## src/rtl/fsle_pkg.sv

```systemverilog
/*
 * Constants, types and timing for the fieldbus status LED encoder.
 * Assumes a 50 MHz system clock; every timebase is a whole number of 50 ms ticks.
 */
package fsle_pkg;

    // ----------------------------------------------------------------------------
    // Timing
    // ----------------------------------------------------------------------------
    localparam int CLOCK_PERIOD_NS = 20;
    localparam int BASE_TICK_MS = 50;
    localparam int BASE_TICK_CYCLES = BASE_TICK_MS * 1_000_000 / CLOCK_PERIOD_NS;
    localparam int QUARTER_MS = 250;
    localparam int HALF_MS = 500;
    localparam int CYCLE_MS = 1000;
    localparam int SIGNAL_SPAN_MS = 3000;
    localparam int QUARTER_TICKS = QUARTER_MS / BASE_TICK_MS;
    localparam int HALF_TICKS = HALF_MS / BASE_TICK_MS;
    localparam int CYCLE_TICKS = CYCLE_MS / BASE_TICK_MS;
    localparam int SIGNAL_TICKS = SIGNAL_SPAN_MS / BASE_TICK_MS;
    localparam int TICK_COUNT_WIDTH = 22;
    localparam int PHASE_WIDTH = 5;
    localparam int SIGNAL_WIDTH = 6;

    // ----------------------------------------------------------------------------
    // Register map
    // ----------------------------------------------------------------------------
    localparam int ADDR_WIDTH = 8;
    localparam int DATA_WIDTH = 32;
    localparam logic [7:0] REG_CONDITION = 8'h00;
    localparam logic [7:0] REG_SIGNAL = 8'h04;
    localparam logic [7:0] REG_STATUS = 8'h08;
    localparam logic [6:0] CONDITION_RESET = 7'h00;
    localparam int COND_WATCHDOG = 0;
    localparam int COND_DIAGNOSIS = 1;
    localparam int COND_SYSTEM_ERROR = 2;
    localparam int COND_NO_CONFIG = 3;
    localparam int COND_LOW_SPEED = 4;
    localparam int COND_NO_DATA_EXCHANGE = 5;
    localparam int COND_ORANGE_STEADY = 6;
    localparam int COND_WIDTH = 7;
    localparam int SIGNAL_TRIGGER = 0;
    localparam int STATUS_RED = 0;
    localparam int STATUS_GREEN = 1;
    localparam int STATUS_PORT_BASE = 2;
    localparam int STATUS_PATTERN = 8;
    localparam int STATUS_SIGNAL_ACTIVE = 12;

    // ----------------------------------------------------------------------------
    // Types
    // ----------------------------------------------------------------------------
    typedef enum logic [3:0] {
        PAT_OFF,
        PAT_GREEN,
        PAT_RED,
        PAT_ORANGE,
        PAT_FLASH1,
        PAT_FLASH2,
        PAT_FLASH3,
        PAT_FLASH4,
        PAT_FLASH5
    } fsle_pattern_e;

    typedef enum logic [1:0] {
        ACT_IDLE,
        ACT_ON,
        ACT_OFF
    } fsle_act_e;

    typedef struct packed {
        logic bus_fault_red;
        logic system_fault_green;
    } fsle_duo_s;

    typedef struct packed {
        logic link;
        logic activity;
    } fsle_port_s;

    typedef struct packed {
        logic link_meta;
        logic link_sync;
        logic frame_meta;
        logic frame_sync;
        logic pending;
        fsle_act_e mode;
        fsle_port_s leds;
    } fsle_port_state_s;

    typedef struct packed {
        logic [TICK_COUNT_WIDTH-1:0] tick_count;
        logic [PHASE_WIDTH-1:0] phase;
        logic [SIGNAL_WIDTH-1:0] signal_left;
        logic [COND_WIDTH-1:0] condition;
        fsle_pattern_e pattern;
        fsle_duo_s duo;
        logic [DATA_WIDTH-1:0] read_data;
    } fsle_core_s;

endpackage

```

## src/rtl/fsle_encoder.sv

```systemverilog
/*
 * Fieldbus status LED encoder: duo fault LED, per-port link and activity LEDs,
 * and a small register port for firmware.
 * Assumes firmware on the same clock drives the register port; LED pins are plain outputs.
 */
`timescale 1ns/1ns
`default_nettype none

// Overview of operation
// - System fault lights green only, steadily.
// - No config or bad link: steady red.
// - No data exchange: red flashes at 2 Hz.
// - Signal request: green blinks 1 Hz, 3 s.
// - Signal with no exchange: orange-green-red-dark cycle.
// - Signal with config/link fault: orange, red alternate.
// - Fault with no exchange: orange/green at 2 Hz.
// - Same condition may instead show steady orange.
// - Orange drives red and green together.
// - Port link LED follows port link.
// - Heavy traffic flickers activity near 10 Hz.
// - Light traffic flashes follow actual frames.
// - Activity LED dark without frames.
module fsle_encoder #(
    parameter int TICK_CYCLES = fsle_pkg::BASE_TICK_CYCLES
) (
    input wire logic clock,
    input wire logic reset,
    input wire logic [fsle_pkg::ADDR_WIDTH-1:0] address,
    input wire logic [fsle_pkg::DATA_WIDTH-1:0] write_data,
    input wire logic write_strobe,
    input wire logic read_strobe,
    output logic [fsle_pkg::DATA_WIDTH-1:0] read_data,
    input wire logic [1:0] port_link_pin,
    input wire logic [1:0] port_frame_pin,
    output fsle_pkg::fsle_duo_s fault_duo_indicator,
    output fsle_pkg::fsle_port_s [1:0] port_leds
);

    localparam logic [fsle_pkg::TICK_COUNT_WIDTH-1:0] TICK_LAST =
        fsle_pkg::TICK_COUNT_WIDTH'(TICK_CYCLES - 1);
    localparam logic [fsle_pkg::PHASE_WIDTH-1:0] PHASE_LAST =
        fsle_pkg::PHASE_WIDTH'(fsle_pkg::CYCLE_TICKS - 1);
    localparam logic [fsle_pkg::SIGNAL_WIDTH-1:0] SIGNAL_LOAD =
        fsle_pkg::SIGNAL_WIDTH'(fsle_pkg::SIGNAL_TICKS);

    fsle_pkg::fsle_core_s state;
    fsle_pkg::fsle_core_s next_state;
    logic tick;
    logic signal_active;
    logic sys_fault;
    logic link_fault;
    logic no_exchange;
    logic signal_write;
    logic [1:0] quarter_now;

    // ----------------------------------------------------------------------------
    // Decoding helpers
    // ----------------------------------------------------------------------------
    function automatic logic [1:0] quarter_of(input logic [fsle_pkg::PHASE_WIDTH-1:0] phase);
        return 2'(phase / fsle_pkg::PHASE_WIDTH'(fsle_pkg::QUARTER_TICKS));
    endfunction

    function automatic logic half_of(input logic [fsle_pkg::PHASE_WIDTH-1:0] phase);
        return phase >= fsle_pkg::PHASE_WIDTH'(fsle_pkg::HALF_TICKS);
    endfunction

    // Orange is both elements lit at once.
    function automatic fsle_pkg::fsle_duo_s duo_of(input fsle_pkg::fsle_pattern_e pattern,
                                                   input logic [fsle_pkg::PHASE_WIDTH-1:0] phase);
        fsle_pkg::fsle_duo_s duo;
        logic [1:0] quarter;
        duo = '0;
        quarter = quarter_of(phase);
        unique case (pattern)
            fsle_pkg::PAT_OFF: duo = '0;
            fsle_pkg::PAT_GREEN: duo.system_fault_green = 1'b1;
            fsle_pkg::PAT_RED: duo.bus_fault_red = 1'b1;
            fsle_pkg::PAT_ORANGE: duo = '1;
            fsle_pkg::PAT_FLASH1: duo.system_fault_green = !half_of(phase);
            fsle_pkg::PAT_FLASH2: duo.bus_fault_red = !quarter[0];
            fsle_pkg::PAT_FLASH3: begin
                duo.system_fault_green = (quarter == 2'd0) || (quarter == 2'd1);
                duo.bus_fault_red = (quarter == 2'd0) || (quarter == 2'd2);
            end
            fsle_pkg::PAT_FLASH4: begin
                duo.bus_fault_red = 1'b1;
                duo.system_fault_green = !half_of(phase);
            end
            fsle_pkg::PAT_FLASH5: begin
                duo.system_fault_green = 1'b1;
                duo.bus_fault_red = !quarter[0];
            end
            default: duo = '0;
        endcase
        return duo;
    endfunction

    // ----------------------------------------------------------------------------
    // Ports
    // ----------------------------------------------------------------------------
    generate
        for (genvar p = 0; p < 2; p++) begin : g_port
            fsle_port_indicator u_port (
                .clock(clock),
                .reset(reset),
                .tick(tick),
                .link_pin(port_link_pin[p]),
                .frame_pin(port_frame_pin[p]),
                .leds(port_leds[p])
            );
        end
    endgenerate

    // ----------------------------------------------------------------------------
    // Condition summary
    // ----------------------------------------------------------------------------
    assign tick = (state.tick_count == TICK_LAST);
    assign quarter_now = quarter_of(state.phase);
    assign signal_active = (state.signal_left != '0);
    assign sys_fault = state.condition[fsle_pkg::COND_WATCHDOG] || state.condition[fsle_pkg::COND_DIAGNOSIS]
        || state.condition[fsle_pkg::COND_SYSTEM_ERROR];
    assign link_fault = state.condition[fsle_pkg::COND_NO_CONFIG] || state.condition[fsle_pkg::COND_LOW_SPEED]
        || !(port_leds[0].link || port_leds[1].link);
    assign no_exchange = state.condition[fsle_pkg::COND_NO_DATA_EXCHANGE];
    assign signal_write = write_strobe && (address == fsle_pkg::REG_SIGNAL)
        && write_data[fsle_pkg::SIGNAL_TRIGGER];

    // ----------------------------------------------------------------------------
    // Next state
    // ----------------------------------------------------------------------------
    always_comb begin
        next_state = state;
        if (tick) begin
            next_state.tick_count = '0;
            next_state.phase = (state.phase == PHASE_LAST) ? '0 : state.phase + 1'b1;
            if (signal_active) begin
                next_state.signal_left = state.signal_left - 1'b1;
            end
        end else begin
            next_state.tick_count = state.tick_count + 1'b1;
        end
        // A signal request restarts the pattern at its first colour for a full 3 s.
        if (signal_write) begin
            next_state.tick_count = '0;
            next_state.phase = '0;
            next_state.signal_left = SIGNAL_LOAD;
        end
        if (write_strobe && address == fsle_pkg::REG_CONDITION) begin
            next_state.condition = write_data[fsle_pkg::COND_WIDTH-1:0];
        end

        // Priority: signal overlays first, then system fault, link, exchange.
        if (signal_active && no_exchange) begin
            next_state.pattern = fsle_pkg::PAT_FLASH3;
        end else if (signal_active && link_fault) begin
            next_state.pattern = fsle_pkg::PAT_FLASH4;
        end else if (signal_active) begin
            next_state.pattern = fsle_pkg::PAT_FLASH1;
        end else if (sys_fault && no_exchange) begin
            next_state.pattern = state.condition[fsle_pkg::COND_ORANGE_STEADY]
                ? fsle_pkg::PAT_ORANGE : fsle_pkg::PAT_FLASH5;
        end else if (sys_fault) begin
            next_state.pattern = fsle_pkg::PAT_GREEN;
        end else if (link_fault) begin
            next_state.pattern = fsle_pkg::PAT_RED;
        end else if (no_exchange) begin
            next_state.pattern = fsle_pkg::PAT_FLASH2;
        end else begin
            next_state.pattern = fsle_pkg::PAT_OFF;
        end
        next_state.duo = duo_of(state.pattern, state.phase);

        next_state.read_data = '0;
        if (read_strobe) begin
            unique case (address)
                fsle_pkg::REG_CONDITION: begin
                    next_state.read_data[fsle_pkg::COND_WIDTH-1:0] = state.condition;
                end
                fsle_pkg::REG_SIGNAL: begin
                    next_state.read_data[fsle_pkg::SIGNAL_TRIGGER] = signal_active;
                end
                fsle_pkg::REG_STATUS: begin
                    next_state.read_data[fsle_pkg::STATUS_RED] = state.duo.bus_fault_red;
                    next_state.read_data[fsle_pkg::STATUS_GREEN] = state.duo.system_fault_green;
                    next_state.read_data[fsle_pkg::STATUS_PORT_BASE +: 4] = port_leds;
                    next_state.read_data[fsle_pkg::STATUS_PATTERN +: 4] = state.pattern;
                    next_state.read_data[fsle_pkg::STATUS_SIGNAL_ACTIVE] = signal_active;
                end
                default: next_state.read_data = '0;
            endcase
        end
    end

    always_ff @(posedge clock) begin
        if (reset) begin
            state <= '0;
        end else begin
            state <= next_state;
        end
    end

    assign read_data = state.read_data;
    assign fault_duo_indicator = state.duo;
endmodule

`default_nettype wire

```

## src/rtl/fsle_port_indicator.sv

```systemverilog
/*
 * Link and activity LEDs of one Ethernet port.
 * Assumes link and frame pins are asynchronous and a one-cycle 50 ms tick from the core.
 */
`timescale 1ns/1ns
`default_nettype none

module fsle_port_indicator (
    input wire logic clock,
    input wire logic reset,
    input wire logic tick,
    input wire logic link_pin,
    input wire logic frame_pin,
    output fsle_pkg::fsle_port_s leds
);

    fsle_pkg::fsle_port_state_s state;
    fsle_pkg::fsle_port_state_s next_state;

    // ----------------------------------------------------------------------------
    // Activity flash: each flash is one tick on and one tick off, so heavy traffic
    // runs at 10 Hz and light traffic flashes only when frames are seen.
    // ----------------------------------------------------------------------------
    always_comb begin
        logic taken;
        taken = 1'b0;
        next_state = state;
        next_state.link_meta = link_pin;
        next_state.link_sync = state.link_meta;
        next_state.frame_meta = frame_pin;
        next_state.frame_sync = state.frame_meta;
        next_state.leds.link = state.link_sync;
        unique case (state.mode)
            fsle_pkg::ACT_IDLE: begin
                if (tick && state.pending) begin
                    taken = 1'b1;
                    next_state.mode = fsle_pkg::ACT_ON;
                end
            end
            fsle_pkg::ACT_ON: begin
                if (tick) begin
                    next_state.mode = fsle_pkg::ACT_OFF;
                end
            end
            fsle_pkg::ACT_OFF: begin
                if (tick) begin
                    taken = state.pending;
                    next_state.mode = state.pending ? fsle_pkg::ACT_ON : fsle_pkg::ACT_IDLE;
                end
            end
            default: begin
                next_state.mode = fsle_pkg::ACT_IDLE;
            end
        endcase
        // A frame seen in the cycle its request is consumed is kept.
        next_state.pending = (state.pending && !taken) || state.frame_sync;
        next_state.leds.activity = (next_state.mode == fsle_pkg::ACT_ON);
    end

    always_ff @(posedge clock) begin
        if (reset) begin
            state <= '0;
        end else begin
            state <= next_state;
        end
    end

    assign leds = state.leds;
endmodule

`default_nettype wire

```

## config.mk

```make
export PLATFORM = sky130hd
export DESIGN_NAME = fsle_encoder
export DESIGN_NICKNAME = d
export VERILOG_FILES = /design/src/rtl/fsle_pkg.sv /design/src/rtl/fsle_encoder.sv /design/src/rtl/fsle_port_indicator.sv
export SDC_FILE = /design/constraint.sdc
export NUM_CORES = 1
export LEC_CHECK = 0
export BUFFER_PORTS_ARGS = -buffer_cell sky130_fd_sc_hd__buf_2
export CORE_AREA = 5 5 115 85
export CTS_CLUSTER_SIZE = 10
export DETAILED_ROUTE_END_ITERATION = 10
export DIE_AREA = 0 0 120 90
export PLACE_DENSITY_LB_ADDON = 0.3
export SLEW_MARGIN = 10
export SYNTH_ARGS = -nofsm -noshare
export SYNTH_HDL_FRONTEND = slang
export SYNTH_HIERARCHICAL = 1
export SYNTH_SLANG_ARGS = --single-unit
export TNS_END_PERCENT = 50
```

## constraint.sdc

```tcl
create_clock -name clock -period 5.25 [get_ports clock]
set_input_delay 1.05 -clock clock [delete_from_list [all_inputs] [get_ports clock]]
set_output_delay 1.05 -clock clock [all_outputs]
set_load 0.03 [all_outputs]
```

==> key figures, run 1 <==
GRT
  • Gr usage total: 0.1433
  • Initial antenna violation count: 0
  • M2 GR Usage: 0.2052
  • Met1 Usage GRT: 0.1967
  • Global routing usage on met3: 0.06148
  • Grt total ovfl: 0
  • Global-route wire length before repair: ~13 mm
  • Vias in the first global route: between 2000 and 3000
  • Gr busiest metal: met2
  • Pin count of the biggest net entering global routing: 39

Timing
  • Slew Limit Headroom: 0.4916
  • Final setup viols: 0
  • Tcrit/Tclk final: 0.4817
  • Clock Skews: about 0.0064 ns
  • Max Freq: a little under 400 MHz
  • Setup TNS: 0 ns
  • Final worst slack: approximately 2.7 ns
  • Final hold viol count: 0
  • Slew Viols, Final: 0
  • RSZ-0062 raised after global routing: false
  • Fin crit period: between 2 and 3 ns
  • Worst-margin pin slew: between 0.7 and 0.8 ns

Setup path
  • Setup crit start kind: input port
  • Reg2reg start: state[66]
  • Flop-to-flop setup slack: slightly above 3 ns
  • Sequence of cells on the critical path: buf_2 > nor4_1 > a31o_2 > a21o_1 > nor2_1
  • R2R cell count: 4
  • Reg2reg end: state[59]
  • Slowest stage delay, CP: about 0.57 ns
  • Crit path required time: approximately 5.5 ns
  • Slowest CP cell: a21o_1
  • Worst-path fanout max: 22
  • CP Data Arrival Time: 2.72 ns
  • CP endpoint kind: flop
  • Worst setup path class: in -> reg

Place
  • GP Congestion: between 0.8 and 0.9
  • Buffers on Ports: 40
  • Placed cell areas: ~3800 sq um
  • DP Worst Slack: between 2 and 2.5 ns
  • Placed cell count: roughly 540
  • Detailed Place HPWL: 5.461 mm

Floorplanning
  • I/O pin count: 86
  • Core Region: 8672 sq um
  • Die W: about 120 um
  • Standard-cell row count: 29
  • Full die area: ~11000 sq um
  • Initial Util: 0.4297
  • Die Height: roughly 90 um

Power and ir drop
  • Int Power: 1.064 mW
  • Flop pwr share: 0.438
  • Switching Fraction: 0.2087
  • NetSw: approximately 280 uW
  • Clock Power Share: 0.521
  • VDD IR-drop max: 0.2449 mV
  • Logic pwr share: 0.040
  • Leak pwr: 1.620 nW
  • Pwr/cell area: between 300 and 400 nW/um^2

Yosys
  • #FFs+latches synth: 76
  • Mean Syn Cell Area: around 8.9 sq um
  • Area leader, netlist: dfxtp_1
  • Commonest cells in the netlist: 76 x dfxtp_1, 38 x buf_4, 38 x nor2_1
  • Top cells by area, synth: dfxtp_1 41%, buf_4 7.7%, nor2_1 3.8%
  • Post-synthesis cell type count: 62
  • Seq/Total Area, Yosys: 0.4083
  • Warning count from the yosys run: 6
  • Main synth FF type: dfxtp_1
  • Post-Syn Instances: 420
  • Ys async rst share: 0
  • Count leader, synth: dfxtp_1
  • Synth top area share: 0.4083
  • Post-synth EDFFs: 0
  • Synthesized cell area: ~3700 sq um

Layout
  • Final Net Count: a little under 500
  • Synth-to-Final Area Change: 10.85%
  • FILL cells: around 800
  • Layout cells sized above 1: 0.1603
  • Post-route cell area: 4130 sq um
  • Finished Core Util: 0.4763
  • Inserted Diodes: 0
  • Non-filler cells, final: 551

Detailed routing
  • DRC: 0
  • Initial DRC count: about 170
  • Total number of vias: a little under 3000
  • First-pass DRT Iterations: 5
  • DRT antenna net count: 0
  • Vias/cell: roughly 5.3
  • Routed WL: approximately 7.6 mm
  • WL per Instance: 13.84 um

Clock network
  • CTS tree: done
  • Clk_lat worst skew: ~0.33 ns
  • Clock Tree Buf Depth: 2
  • Root buffer cell: clkbuf_16
  • Inserted Clock Buffers: 9
  • Hold_buf cts: 0
  • Post-CTS Resized: 0
  • Clock sink total: 76
  • CTS H-tree depth: 3
  • CTS clock-pin slew for the worst setup and hold paths: roughly 0.060 ns
  • Post-CTS setup buffers: 0

Min path
  • Worst Hold Path EP: g_port[1].u_port/state[5]
  • Worst hold start: g_port[1].u_port/next_state[5]
  • Hold-critical path depth: 1
  • Class of the worst hold path: reg -> reg

Job
  • Max-cap viol count: 0

Outcome
  • Status: finished clean
cell families (layout without fill, tap and decap cells):
| logic type | count (synthesis) | in the layout | synth area share |
|---|---|---|---|
| other | 1 | 20 | 0.001006 |
| adder cells (fa/ha/maj) | 6 | 6 | 0.01948 |
| multiplexers | 10 | 10 | 0.02720 |
| XOR/XNOR | 13 | 13 | 0.03056 |
| buffers and inverters | 67 | 71 | 0.1085 |
| flip-flops | 76 | 76 | 0.4083 |
| AND/OR/NAND/NOR | 172 | 172 | 0.2717 |
| AO/OA/AOI/OAI | 75 | 75 | 0.1333 |
critical path: cells and delay by family:
kind / cells / cell delay [ns]
simple gates: 2 / 0.60
buf+inv: 1 / 0.10
compound gates: 2 / 0.96
power by group through the flow:
stage	registers (mW)	logic (mW)	clock network, mW
5_1_grt	0.590	0.0592	0.749
3_3_place_gp	0.602	0.0530	0
2_1_floorplan	0.600	0.0518	0
3_5_place_dp	0.602	0.0539	0
6_report	0.589	0.0544	0.701
4_1_cts	0.589	0.0543	0.718
flip-flops by register name (all words and copies together), names as in the netlist:
signal and cells:
g_port.u_port/next_state 6, fault_duo_indicator 2, g_port.u_port/leds 4, g_port.u_port/state 8, read_data 12, no_exchange 1, state 43
final cells by class:
class                   instances  area (sq um)  area share
clock buffers                  10         229.0     0.05544
multi-input cells             296          1872      0.4532
flip-flops and latches         76          1521      0.3684
well taps                     108         135.1     0.03272
repair buffers                 41         207.7     0.05029
inverters                      14         52.55     0.01272
clock inverters                 6         112.6     0.02726
layout by cell type, fill, tap and decap left out, types with 3 or more instances in the layout:
| cell | instances |
|---|---|
| dfxtp_1 | 76 |
| buf_2 | 40 |
| nor2_1 | 38 |
| a21oi_1 | 26 |
| nand3_1 | 20 |
| conb_1 | 20 |
| inv_1 | 14 |
| o21ai_0 | 13 |
| nor3_1 | 12 |
| nand2_1 | 12 |
| nor2b_1 | 10 |
| nor4_1 | 9 |
| mux2i_1 | 9 |
| clkbuf_16 | 9 |
| or3_1 | 8 |
| and2_1 | 8 |
| nand4_1 | 7 |
| or4_1 | 7 |
| xnor2_1 | 7 |
| and3_1 | 6 |
| o31ai_1 | 6 |
| xor2_1 | 6 |
| nor3b_1 | 5 |
| nand3b_1 | 5 |
| a22o_1 | 5 |
| ha_1 | 5 |
| or3b_1 | 4 |
| a211oi_1 | 3 |
| a31oi_1 | 3 |
| bufinv_16 | 3 |
how the worst max path moves through the flow:
stage	start	to	slack (ns)	cells past startpoint
floorplan	address[1]	state[58]	2.84	6
global placement	address[1]	state[59]	2.37	5
detailed placement	address[1]	state[68]	2.35	5
CTS	address[1]	state[59]	2.71	5
global route	address[1]	state[66]	2.41	5
finish	address[1]	state[59]	2.72	5
routing by layer:
metal	wire [um]	part of all wire	up-vias
li1	-	-	1500
met1	3790	0.50	1352
met2	3275	0.43	81
met3	459	0.060	10
met4	99	0.013	0
met5	0	0	-
per-stage QoR:
stage	power, mW	hold slack [ns]
5_1_grt	1.398	0.4619
2_1_floorplan	0.6521	0.4138
4_1_cts	1.362	0.4443
6_report	1.345	0.4413
3_3_place_gp	0.6546	0.4169
3_5_place_dp	0.6557	0.4303
Note: power is estimated with default switching activity, not from simulation.
==> run 2: changes to the inputs <==
- clock period: 5.25 -> 2.15 ns (I/O delays scaled with it)
==> key figures, run 2 (synthesized netlist as in run 1, its figures left out) <==
Timing
  • Final setup viols: 0
  • Clock Skews: approximately 0.0053 ns
  • Slew Viols, Final: 0
  • Fin crit period: 2.005 ns
  • Tcrit/Tclk final: 0.9327
  • Slew Limit Headroom: 0.5243
  • Setup TNS: 0 ns
  • Worst-margin pin slew: between 0.7 and 0.8 ns
  • RSZ-0062 raised after global routing: false
  • Final hold viol count: 0
  • Max Freq: between 400 and 500 MHz

Setup path
  • CP endpoint kind: flop
  • Flop-to-flop setup slack: around 0.14 ns
  • Setup crit start kind: flop
  • Slowest CP cell: or4_1
  • Sequence of cells on the critical path: ha_1 > and4_2 > nand3_1 > or4_1 > a31oi_1
  • Crit path required time: 2.41 ns
  • Worst-path fanout max: 8
  • CP Data Arrival Time: roughly 2.3 ns
  • Slowest stage delay, CP: 0.54 ns
  • Worst setup path class: reg -> reg

Min path
  • Class of the worst hold path: in -> reg

Floorplanning
  • Die Height: around 90 um
  • Die W: roughly 120 um
  • Standard-cell row count: 29
  • I/O pin count: 86
  • Full die area: about 11000 sq um
  • Initial Util: 0.4297
  • Core Region: just under 9000 sq um

GRT
  • Gr usage total: 0.1455
  • Vias in the first global route: roughly 2800
  • Initial antenna violation count: 0
  • Grt total ovfl: 0
  • Global-route wire length before repair: 12.97 mm
  • Pin count of the biggest net entering global routing: 23

Power and ir drop
  • Leak pwr: 1.648 nW
  • Clock Power Share: 0.486
  • VDD IR-drop max: 0.4404 mV
  • Int Power: 2.395 mW
  • Flop pwr share: 0.469
  • Pwr/cell area: between 700 and 800 nW/um^2
  • Logic pwr share: 0.045
  • Switching Fraction: 0.2200
  • Final Power: around 3.1 mW
  • NetSw: between 600 and 700 uW

Clock network
  • CTS H-tree depth: 3
  • CTS tree: done
  • Root buffer cell: clkbuf_16
  • Clock Tree Buf Depth: 2
  • Clk_lat worst skew: around 0.33 ns
  • Inserted Clock Buffers: 9
  • Post-CTS setup buffers: 0
  • Clock sink total: 76
  • CTS clock-pin slew for the worst setup and hold paths: around 0.060 ns

Detailed routing
  • Vias/cell: between 5 and 6
  • First-pass DRT Iterations: 4
  • DRT antenna net count: 0
  • Initial DRC count: ~180
  • Total number of vias: approximately 3000
  • DRC: 0
  • WL per Instance: 13.86 um
  • Routed WL: just under 8 mm

Layout
  • FILL cells: 840
  • Layout cells sized above 1: 0.1836
  • Synth-to-Final Area Change: 11.82%
  • Max reg flops: 43
  • Largest register by flop count: state
  • Commonest non-fill, non-tap cell in the layout: dfxtp_1
  • Area of the multi-input gates: between 1500 and 2000 sq um
  • Seq. cell area: 1521 sq um
  • Most frequent cells in the layout: 76 x dfxtp_1, 40 x buf_2, 38 x nor2_1
  • Post-route cell area: between 4000 and 5000 sq um
  • Inserted Diodes: 0
  • Final Net Count: 500

Outcome
  • Status: finished clean

Job
  • Max-cap viol count: 0

Place
  • Detailed Place HPWL: 5.657 mm
  • Placed cell areas: 3856 sq um
  • GP Congestion: between 0.8 and 0.9
  • Buffers on Ports: 40
==> run 2: cell count changes in the layout (fill, tap and decap cells not counted), moves of 2 or more <==
cell and change:
clkinv_4 -2, buf_4 +9, clkinv_2 +2, bufinv_16 -2
==> run 2: worst paths after layout <==
kind / startpoint / end / cells after the start
max: state[56] / state[49] / 5
min: port_frame_pin[0] / g_port[0].u_port/next_state[5] / 2
max reg2reg: state[56] / state[49] / 5
min reg2reg: g_port[1].u_port/next_state[7] / g_port[1].u_port/next_state[1] / 1
==> run 2: layout make-up <==
class                      count  area share
multi-input combinational    296      0.4517
sequential                    76      0.3652
clock buffer                  10     0.05736
tap                          108     0.03243
inverter                      14     0.01261
timing repair buffer          50     0.06607
clock inverter                 6     0.01471
==> run 2: layer usage <==
metal / track usage / wire length (um) / vias up / share of wire
met5: 0 / 0 / - / 0
met4: 0.02955 / 44 / 0 / 0.0057
met3: 0.05207 / 394 / 5 / 0.051
met2: 0.2108 / 3360 / 64 / 0.43
met1: 0.2075 / 3962 / 1405 / 0.51
li1: - / - / 1518 / -
==> run 2: worst max-delay path: cells and delay by family (launching register included) <==
family / cells / cell delay (ns)
compound gates: 1 / 0.17
fa+ha+maj: 1 / 0.24
flops: 1 / 0.37
simple gates: 3 / 1.15
==> run 2: timing repair <==
item / 4_1_cts / 5_1_grt
endpoints found under the hold margin: 0 / 0
endpoints found under the setup margin: 0 / 4
resized for setup: 0 / 2
hold buffers: 0 / 0
==> run 2: power by group through the flow <==
stage,clock (mW),sequential (mW),combinational [mW]
floorplan,0,1.47,0.126
global placement,0,1.47,0.135
detailed placement,0,1.47,0.138
CTS,1.54,1.44,0.138
global route,1.62,1.44,0.151
finish,1.49,1.44,0.138
==> run 2: metrics by stage <==
stage	hold slack, ns	setup slack [ns]	std cells	util
2_1_floorplan	0.4138	0.07396	439	-
4_1_cts	0.2955	0.1023	560	0.4793
5_1_grt	0.3121	0.02708	560	0.4805
3_5_place_dp	0.4256	0.1333	544	0.4447
3_3_place_gp	0.4193	0.1691	544	0.4447
6_report	0.3096	0.1447	560	0.4805
